$ cat config.mk
export PLATFORM = sky130hd
export DESIGN_NAME = hpb_port
export DESIGN_NICKNAME = d
export VERILOG_FILES = /design/src/rtl/hpb_pkg.sv /design/src/rtl/hpb_port.sv
export VERILOG_INCLUDE_DIRS = /design/src /design/src/rtl
export SDC_FILE = /design/constraint.sdc
export NUM_CORES = 1
export LEC_CHECK = 0
export BUFFER_PORTS_ARGS = -buffer_cell sky130_fd_sc_hd__buf_2
export CAP_MARGIN = 20
export CORE_MARGIN = 10
export CORE_UTILIZATION = 46
export CTS_CLUSTER_DIAMETER = 50
export DETAILED_ROUTE_END_ITERATION = 10
export PLACE_DENSITY = 0.8
export SYNTH_ARGS = -nofsm -noshare
export SYNTH_HDL_FRONTEND = slang
export SYNTH_SLANG_ARGS = --single-unit
$ cat constraint.sdc
create_clock -name CLOCK -period 2.2 [get_ports CLOCK]
set_clock_uncertainty 0.1 [all_clocks]
set_input_delay 0.11 -clock CLOCK [delete_from_list [all_inputs] [get_ports CLOCK]]
set_output_delay 0.11 -clock CLOCK [all_outputs]
set_load 0.1 [all_outputs]
$ cat src/rtl/hpb_regs.svh
// Purpose: constants for the host processor bus port
// Assumes: one 100 MHz clock, synchronous active-low reset
// Notes: bus style is a strap input sampled every cycle
//
// Overview of operation
// - Sixteen-bit shared data bus, device drives reads
// - Twelve-bit word address selects internal location
// - Direction line: low writes, high reads
// - Write strobe low captures write data
// - Read strobe low returns addressed data
// - Chip select high ignores all bus inputs
// - Interrupt pulled low while condition pending
`ifndef HPB_REGS_SVH
`define HPB_REGS_SVH

`define HPB_DATA_W 16
`define HPB_ADDR_W 12
`define HPB_SYNC_ZERO 3'h0
`define HPB_DATA_ZERO 16'h0000
`define HPB_ADDR_ZERO 12'h000
`define HPB_CTL_BITS 3
`define HPB_CTL_IDLE 3'h7

`endif

$ cat src/rtl/hpb_pkg.sv
// Purpose: types for the host processor bus port
// Assumes: constants come from hpb_regs.svh
// Notes: none
`include "hpb_regs.svh"

package hpb_pkg;

	typedef enum logic [2:0] {
		HPB_IDLE = 3'b001,
		HPB_WRITE = 3'b010,
		HPB_READ = 3'b100
	} hpb_state_t;

	// Pins after synchronisation
	typedef struct packed {
		logic cs_n;
		logic rw_n;
		logic oe_n;
	} hpb_ctl_t;

	// Request toward the internal register space
	typedef struct packed {
		logic wr;
		logic rd;
		logic [`HPB_ADDR_W-1:0] addr;
		logic [`HPB_DATA_W-1:0] wdata;
	} hpb_req_t;

endpackage

$ cat src/rtl/hpb_port.sv
// Purpose: processor port bridging a parallel bus to internal registers
// Assumes: pins are asynchronous; address and data are stable while a strobe is low
// Notes: one internal write or read request per processor access
`timescale 1ns/1ps
`include "hpb_regs.svh"

module hpb_port (
	// Clock and reset
	input wire logic CLOCK,
	input wire logic NRST,
	// Bus style: 1 separate strobes, 0 direction line
	input wire logic STROBE_MODE,
	// Processor bus pins
	input wire logic UP_CS_N,
	input wire logic UP_RW_N,
	input wire logic UP_OE_N,
	input wire logic [`HPB_ADDR_W-1:0] UP_ADDR,
	input wire logic [`HPB_DATA_W-1:0] UP_DATA_IN,
	output logic [`HPB_DATA_W-1:0] UP_DATA_OUT,
	output logic UP_DATA_OE_N,
	output logic UP_IRQ_OUT,
	output logic UP_IRQ_OE_N,
	// Internal register space
	output logic REG_WR,
	output logic REG_RD,
	output logic [`HPB_ADDR_W-1:0] REG_ADDR,
	output logic [`HPB_DATA_W-1:0] REG_WDATA,
	input wire logic [`HPB_DATA_W-1:0] REG_RDATA,
	input wire logic IRQ_PENDING
);

	// ----------------------------------------
	// Pin synchronisers
	// ----------------------------------------
	// Raw pins, gathered so the three stages treat them alike
	hpb_pkg::hpb_ctl_t ctl_raw;
	// First stage may go metastable; only the second stage reads it
	hpb_pkg::hpb_ctl_t s1_reg;
	hpb_pkg::hpb_ctl_t s2_reg;
	hpb_pkg::hpb_ctl_t s3_reg;
	// Filtered pin levels that the decode acts on
	hpb_pkg::hpb_ctl_t ctl_reg;
	hpb_pkg::hpb_ctl_t ctl_next;
	// Access sequencer
	hpb_pkg::hpb_state_t state_reg;
	hpb_pkg::hpb_state_t state_next;
	// Processor side
	logic [`HPB_DATA_W-1:0] dout_reg;
	logic oe_n_reg;
	logic irq_oe_n_reg;
	logic irq_out_reg;
	// Register side
	logic wr_reg;
	logic rd_reg;
	logic [`HPB_ADDR_W-1:0] addr_reg;
	logic [`HPB_DATA_W-1:0] wdata_reg;
	hpb_pkg::hpb_req_t req_next;

	assign ctl_raw = '{cs_n: UP_CS_N, rw_n: UP_RW_N, oe_n: UP_OE_N};

	// Change accepted only when second and third stages agree
	genvar i;
	generate
		for (i = 0; i < `HPB_CTL_BITS; i++) begin : g_filt
			assign ctl_next[i] = (s2_reg[i] == s3_reg[i]) ? s2_reg[i] : ctl_reg[i];
		end
	endgenerate

	always_ff @(posedge CLOCK) begin
		if (!NRST) begin
			s1_reg <= `HPB_CTL_IDLE;
			s2_reg <= `HPB_CTL_IDLE;
			s3_reg <= `HPB_CTL_IDLE;
			ctl_reg <= `HPB_CTL_IDLE;
		end else begin
			s1_reg <= ctl_raw;
			s2_reg <= s1_reg;
			s3_reg <= s2_reg;
			ctl_reg <= ctl_next;
		end
	end

	// ----------------------------------------
	// Access decode
	// ----------------------------------------
	// Low on the shared direction/write pin is a write in either style
	function automatic logic write_cond(input hpb_pkg::hpb_ctl_t c);
		write_cond = !c.rw_n;
	endfunction

	// Read strobe in strobe style, high direction line otherwise;
	// a low write strobe masks it, so a write wins when both are low
	function automatic logic read_cond(input logic strobe_mode, input hpb_pkg::hpb_ctl_t c);
		if (strobe_mode)
			read_cond = !c.oe_n && c.rw_n;
		else
			read_cond = c.rw_n;
	endfunction

	// Direction-line style ignores the output enable, which the system grounds
	wire sel = !ctl_reg.cs_n;
	wire wr_req = sel && write_cond(ctl_reg);
	wire rd_req = sel && read_cond(STROBE_MODE, ctl_reg);

	always_comb begin
		state_next = state_reg;
		unique case (state_reg)
			hpb_pkg::HPB_IDLE: begin
				if (wr_req)
					state_next = hpb_pkg::HPB_WRITE;
				else if (rd_req)
					state_next = hpb_pkg::HPB_READ;
			end
			hpb_pkg::HPB_WRITE: begin
				if (!wr_req)
					state_next = hpb_pkg::HPB_IDLE;
			end
			hpb_pkg::HPB_READ: begin
				if (!rd_req)
					state_next = hpb_pkg::HPB_IDLE;
			end
			default: state_next = hpb_pkg::HPB_IDLE;
		endcase
	end

	wire start_wr = (state_reg == hpb_pkg::HPB_IDLE) && wr_req;
	wire start_rd = (state_reg == hpb_pkg::HPB_IDLE) && !wr_req && rd_req;
	wire in_read = (state_reg == hpb_pkg::HPB_READ) && rd_req;

	// Address and data pins are taken unsynchronised, so the processor
	// must hold them stable while its strobe is low
	assign req_next = '{wr: start_wr, rd: start_rd, addr: UP_ADDR, wdata: UP_DATA_IN};

	// ----------------------------------------
	// Access sequencer
	// ----------------------------------------
	always_ff @(posedge CLOCK) begin
		if (!NRST)
			state_reg <= hpb_pkg::HPB_IDLE;
		else
			state_reg <= state_next;
	end

	// ----------------------------------------
	// Register side
	// ----------------------------------------
	// One pulse per strobe assertion; the sequencer blocks a repeat until release
	always_ff @(posedge CLOCK) begin
		if (!NRST) begin
			wr_reg <= 1'b0;
			rd_reg <= 1'b0;
		end else begin
			wr_reg <= req_next.wr;
			rd_reg <= req_next.rd;
		end
	end

	// Address and data are taken after the strobe settles, so they are stable by then
	always_ff @(posedge CLOCK) begin
		if (!NRST) begin
			addr_reg <= `HPB_ADDR_ZERO;
			wdata_reg <= `HPB_DATA_ZERO;
		end else begin
			if (req_next.wr || req_next.rd)
				addr_reg <= req_next.addr;
			if (req_next.wr)
				wdata_reg <= req_next.wdata;
		end
	end

	// ----------------------------------------
	// Processor data bus
	// ----------------------------------------
	// Register space answers in the pulse cycle; the word is held from the next edge
	always_ff @(posedge CLOCK) begin
		if (!NRST)
			dout_reg <= `HPB_DATA_ZERO;
		else if (rd_reg)
			dout_reg <= REG_RDATA;
	end

	// Word and enable change on the same edge, so the bus never shows a stale word
	always_ff @(posedge CLOCK) begin
		if (!NRST)
			oe_n_reg <= 1'b1;
		else
			oe_n_reg <= !in_read;
	end

	// ----------------------------------------
	// Interrupt request
	// ----------------------------------------
	// Open drain: the level stays low and only the enable moves;
	// released, the line rises through the board pull-up
	always_ff @(posedge CLOCK) begin
		if (!NRST) begin
			irq_out_reg <= 1'b0;
			irq_oe_n_reg <= 1'b1;
		end else begin
			irq_out_reg <= 1'b0;
			irq_oe_n_reg <= !IRQ_PENDING;
		end
	end

	// ----------------------------------------
	// Outputs
	// ----------------------------------------
	assign UP_DATA_OUT = dout_reg;
	assign UP_DATA_OE_N = oe_n_reg;
	assign UP_IRQ_OUT = irq_out_reg;
	assign UP_IRQ_OE_N = irq_oe_n_reg;
	assign REG_WR = wr_reg;
	assign REG_RD = rd_reg;
	assign REG_ADDR = addr_reg;
	assign REG_WDATA = wdata_reg;

endmodule

==> Word-level counts from Yosys, hierarchy flattened <==
Cells that the tools add are included.
{ "word_totals": {"elab_cells": 50, "memories": 0, "regBits": 63, "out_inout_bits": 49, "latchBits": 0, "mem_bits_rw": 0, "romBits": 0, "in_bits": 51} }
{ "classes": {"div_mod_pow": 0, "addsub": 0, "n_eq_ne": 9, "magnitude_cmp": 0, "mul": 0, "n_shift": 0, "n_reduce_logical": 15, "bitwise": 0, "mux": 6} }
{ "op_table": {"columns": ["op", "count"], "rows": [
  ["$mux W3", 4],
  ["$pmux W3 S3", 1],
  ["$logic_and A1 B1 Y1", 7],
  ["$logic_not A1 Y1", 6],
  ["$ne A2 B2 Y1 const B", 2],
  ["$eq A1 B1 Y1", 3],
  ["$eq A3 B1 Y1 const B", 1],
  ["$eq A3 B2 Y1 const B", 1],
  ["$eq A3 B3 Y1 const B", 1],
  ["$ne A3 B3 Y1 const B", 1],
  ["$reduce_and A3 Y1", 1],
  ["$logic_or A1 B1 Y1", 1],
  ["$mux W1", 1]
]} }

==> Longest topological paths before layout <==
{ "logic_depth": {"ltp_word": 7, "ltp_mapped": 5} }

==> Worst setup path before layout <==
No wires, ideal clock.
{ "synth_path": {"kind": "flip-flop to flip-flop", "startpoint": "reg rd_reg (netlist: REG_RD)", "endpoint": "reg dout_reg[10] (netlist: UP_DATA_OUT[10])", "path_slack_ps": 173, "path_stages_with_launch": 5, "t_required_ps": 1972, "setup_ps": 128, "period_less_slack_ps": 2027, "n_path_buf": 2, "arrival_ps": 1799, "path_cell_list": "dfxtp_1 > buf_2 > buf_2 > mux2i_1 > nor2_1"} }
{ "synth_lines": {"columns": ["element", "line_no", "rtl"], "rows": [
  ["start: declaration", "hpb_port.sv:54", "logic rd_reg;"],
  ["start signal: assignment", "hpb_port.sv:154", "rd_reg <= req_next.rd;"],
  ["end signal: assignment", "hpb_port.sv:177", "dout_reg <= `HPB_DATA_ZERO;"],
  ["end: declaration", "hpb_port.sv:48", "logic [`HPB_DATA_W-1:0] dout_reg;"]
]} }

==> Worst setup path after layout <==
{ "layout_path": {"startpoint": "reg state_reg[0]", "endpoint": "reg wdata_reg[12] (netlist: REG_WDATA[12])"} }
{ "layout_between": {"elab_chain_len": 2} }
{ "layout_rtl": {"columns": ["element", "line_no", "rtl"], "rows": [
  ["start: declaration", "hpb_port.sv:45", "hpb_pkg::hpb_state_t state_reg;"],
  ["start signal: assignment", "hpb_port.sv:139", "state_reg <= hpb_pkg::HPB_IDLE;"],
  ["start signal: assignment", "hpb_port.sv:141", "state_reg <= state_next;"],
  ["$eq A3 B1 Y1", "hpb_port.sv:126", "wire start_wr = (state_reg == hpb_pkg::HPB_IDLE) && wr_req;"],
  ["$logic_and A1 B1 Y1", "hpb_port.sv:126", null],
  ["end signal: assignment", "hpb_port.sv:162", "wdata_reg <= `HPB_DATA_ZERO;"],
  ["end signal: assignment", "hpb_port.sv:167", "wdata_reg <= req_next.wdata;"],
  ["end: declaration", "hpb_port.sv:56", "logic [`HPB_DATA_W-1:0] wdata_reg;"]
]} }
No other way between the ends.
A chain may end at the register's enable or synchronous reset.

==> run_summary.xml <==
<?xml version="1.0" encoding="UTF-8"?>
<metrics>
  <group name="run_status">
    <metric name="run_status" unit="">finished clean</metric>
  </group>
  <group name="grt">
    <metric name="grt_pass1_wl" unit="um">12200</metric>
    <metric name="grt_antenna_before_repair" unit="">0</metric>
    <metric name="global_route.usage.met1" unit="%">19.0</metric>
    <metric name="globalRoute.busiestLayer" unit="">met2</metric>
    <metric name="use_met2" unit="%">31.7</metric>
    <metric name="grt-ovfl-total" unit="">0</metric>
    <metric name="grt_pass1_vias" unit="">2376</metric>
    <metric name="grt_max_degree" unit="">46</metric>
    <metric name="globalRouteMet3Util" unit="%">7.40</metric>
    <metric name="globalRouteTotalUtil" unit="%">18.3</metric>
  </group>
  <group name="clock_network">
    <metric name="cts_max_path_buffers" unit="">2</metric>
    <metric name="clock_sinks" unit="">63</metric>
    <metric name="clock_latency" unit="ns">0.33</metric>
    <metric name="cts_tree" unit="">done</metric>
    <metric name="root_buffer" unit="">clkbuf_8</metric>
    <metric name="clk_pin_slew" unit="ns">0.07</metric>
    <metric name="h-tree-depth" unit="">3</metric>
    <metric name="cts_post_setup_buffers_inserted" unit="">0</metric>
    <metric name="numCtsBuffers" unit="">9</metric>
  </group>
  <group name="die">
    <metric name="die_height" unit="um">90.1</metric>
    <metric name="floorplan.initialDensity" unit="%">47.6</metric>
    <metric name="floorplan.die_area" unit="um^2">8120</metric>
    <metric name="die_w" unit="um">90.1</metric>
    <metric name="rows" unit="">25</metric>
    <metric name="core_region_area" unit="um^2">4750</metric>
    <metric name="io_pins" unit="">100</metric>
  </group>
  <group name="timing">
    <metric name="setup_viol" unit="">0</metric>
    <metric name="fmax" unit="GHz">0.556</metric>
    <metric name="finalMaxSlewViolations" unit="">0</metric>
    <metric name="worst_slew_slack_as_a_fraction_of_its_limit" unit="%">49.3</metric>
    <metric name="tcrit_tclk_final" unit="%">81.8</metric>
    <metric name="post-route-min-period" unit="ns">1.80</metric>
    <metric name="setup_repair_after_global_routing_missed_its_margin" unit="">false</metric>
    <metric name="setup_slack" unit="ns">0.401</metric>
    <metric name="timing.setup.tns" unit="ns">0</metric>
    <metric name="timing.final.hold_violations" unit="">0</metric>
    <metric name="worstMarginPinSlew" unit="ns">0.759</metric>
  </group>
  <group name="job">
    <metric name="max-cap-violations" unit="">0</metric>
  </group>
  <group name="synth">
    <metric name="post-synth-top-area-fraction" unit="%">55.8</metric>
    <metric name="combinational_family_with_the_most_area_after_synthesis" unit="">simple AND/OR/NAND/NOR gates</metric>
    <metric name="synth_compound_gate_area_share" unit="%">14.9</metric>
    <metric name="post_synth_inst_count" unit="">238</metric>
    <metric name="synthDistinctLibCells" unit="">30</metric>
    <metric name="synth-seq-area-share" unit="%">55.8</metric>
    <metric name="yosys.area_share.adder" unit="%">0</metric>
    <metric name="synth.net_count" unit="">289</metric>
    <metric name="yosysTopAreaCell" unit="">dfxtp_1</metric>
    <metric name="synth.yosys.warnings" unit="">0</metric>
    <metric name="syn-cell-area" unit="um^2">2260</metric>
    <metric name="synth.ff_latch_count" unit="">63</metric>
    <metric name="syn-mean-instance-area" unit="um^2">9.50</metric>
    <metric name="synthSimpleGateAreaFrac" unit="%">17.2</metric>
    <metric name="post_synthesis_share_of_cell_area_spent_on_xor_and_xnor_gates" unit="%">0.387</metric>
    <metric name="synth.mux.area_fraction" unit="%">7.08</metric>
    <metric name="synth.top_cells.by_area" unit="">dfxtp_1 (56%), a21oi_1 (7.1%), mux2i_1 (7.1%)</metric>
  </group>
  <group name="layout">
    <metric name="final_stage_net_count" unit="">436</metric>
    <metric name="layout.cells.most_common_list" unit="">buf_2 (98), dfxtp_1 (63), dlygate4sd3_1 (53)</metric>
    <metric name="finish.cell_count_without_fillers" unit="">457</metric>
    <metric name="final_layout_size_suffix_gt1_share" unit="%">31.0</metric>
    <metric name="layout_commonest_cell" unit="">buf_2</metric>
    <metric name="layout.filler_cells" unit="">333</metric>
    <metric name="area_delta_synth_final" unit="%">55.5</metric>
    <metric name="antenna_cells_inserted" unit="">0</metric>
    <metric name="postLayoutCoreUtil" unit="%">74.0</metric>
  </group>
  <group name="pwr">
    <metric name="p_per_area" unit="nW/um^2">695</metric>
    <metric name="cellLeakagePower" unit="nW">1.51</metric>
    <metric name="total_power" unit="W">0.00245</metric>
    <metric name="vdd_drop_max" unit="V">0.000429</metric>
  </group>
  <group name="drt">
    <metric name="drt_pre_antenna_iters" unit="">5</metric>
    <metric name="route.vias.total" unit="">2380</metric>
    <metric name="post_detailed_route_via_to_cell_ratio" unit="">5.21</metric>
    <metric name="ant_nets" unit="">0</metric>
    <metric name="drt_first_iter_violations" unit="">140</metric>
    <metric name="drt-wirelength-per-cell" unit="um">16.6</metric>
    <metric name="post-route-drc-count" unit="">0</metric>
    <metric name="detailed_route_wl" unit="um">7590</metric>
  </group>
  <group name="critical_path">
    <metric name="timing.reg2reg.setup_slack" unit="ns">0.40</metric>
    <metric name="worst_setup_path_category" unit="">reg -&gt; reg</metric>
    <metric name="critical_path.top_delay_family" unit="">simple AND/OR/NAND/NOR gates</metric>
    <metric name="critical_path.n_buffers_inverters" unit="">0</metric>
    <metric name="timing.critical_path.to_type" unit="">register</metric>
    <metric name="timing.critical_path.slowest_cell_delay" unit="ns">0.67</metric>
    <metric name="critical_path_rt" unit="ns">2.27</metric>
    <metric name="cell_with_the_largest_stage_delay_on_the_worst_path" unit="">or4b_4</metric>
    <metric name="critPathMaxFanout" unit="">29</metric>
    <metric name="cp_cell_sequence" unit="">or4b_4 -&gt; o21ai_0 -&gt; a21oi_1</metric>
    <metric name="critical_path.startpoint_type" unit="">register</metric>
    <metric name="cp.arrival" unit="ns">1.87</metric>
  </group>
  <group name="placement">
    <metric name="dp_cells" unit="">388</metric>
    <metric name="port-buffer-count" unit="">98</metric>
    <metric name="place.gp.congestion" unit="">0.756</metric>
    <metric name="dpl_worst_slack" unit="ns">0.505</metric>
    <metric name="hpwl_after_detailed_placement" unit="um">4450</metric>
  </group>
  <group name="min_path">
    <metric name="min-delay-path-class" unit="">in -&gt; reg</metric>
  </group>
</metrics>
[metal layers]
| layer | vias up | share of wire [%] |
|---|---|---|
| li1 | 1126 | - |
| met1 | 1124 | 39 |
| met5 | - | 0 |
| met3 | 23 | 7.7 |
| met4 | 0 | 3.1 |
| met2 | 107 | 50 |
[logic make-up after synthesis]
| logic type | after synthesis |
|---|---|
| AOI/OAI and AO/OA | 65 |
| xor gates and xnor gates | 1 |
| buffers and inverters | 20 |
| DFF | 63 |
| muxes | 16 |
| other | 1 |
| and+or+nand+nor | 72 |
[cell usage after synthesis]
cell and n:
buf_6 1, or4b_4 1, nor2_1 20, buf_4 1, or2b_2 1, mux2i_1 16, clkbuf_1 11, inv_1 1
and3_1 1, nand2b_1 9, o22a_1 1, xnor2_1 1, o21ai_0 21, nor4b_4 1, o21ai_2 1, nand3_1 30
or2_2 1, nand2_1 2, dfxtp_1 63, a21oi_1 32, or2b_1 1, conb_1 1, buf_8 1, buf_2 4
inv_2 1, nor3b_1 3, a32oi_1 1, nor3_1 1, o21ai_1 9, nor2b_1 1
[layout make-up]
cell class / count / area [um^2] / area share, %
clock buffer: 13 / 159 / 4.52
multi-input combinational: 155 / 898 / 25.5
clock inverter: 3 / 65.1 / 1.85
inverter: 2 / 7.51 / 0.213
sequential: 63 / 1260 / 35.8
tap: 67 / 83.8 / 2.38
timing repair buffer: 154 / 1040 / 29.7
[timing repair]
item | CTS | global route
resized for setup | 0 | 0
hold endpoints to repair | 56 | 0
hold buffers | 53 | 0
[worst paths after layout]
check | endpoint | depth (start not counted) | from
worst max-delay path | REG_WDATA[12]$_SDFFE_PN0P_ | 3 | state_reg[0]$_SDFFE_PN1P_
worst max register to register | REG_WDATA[12]$_SDFFE_PN0P_ | 3 | state_reg[0]$_SDFFE_PN1P_
worst min register to register | s2_reg[2]$_SDFF_PN1_ | 1 | s1_reg[2]$_SDFF_PN1_
worst min-delay path | REG_RD$_SDFF_PN0_ | 4 | STROBE_MODE
[worst min-delay path, cell delays in order]
cell and delay, ns:
buf_2 0.11, nand2_1 0.06, nand3_1 0.14, nor2_1 0.06
[through the flow]
step / cell area (um^2) / hold WS [ns]
finish: 3520 / 0.0959
floorplan: 2260 / 0.0719
global route: 3520 / 0.105
CTS: 3520 / 0.0865
global placement: 2760 / 0.171
detailed placement: 2760 / 0.173
[power by group]
| part | switching (W) | total, W | internal, W |
|---|---|---|---|
| logic | 0.0000772 | 0.000179 | 0.000101 |
| clock network | 0.000416 | 0.00111 | 0.000699 |
| registers | 0.00000324 | 0.00115 | 0.00115 |
| total | 0.000496 | 0.00245 | 0.00195 |
Power figures use the tool's default switching activity.
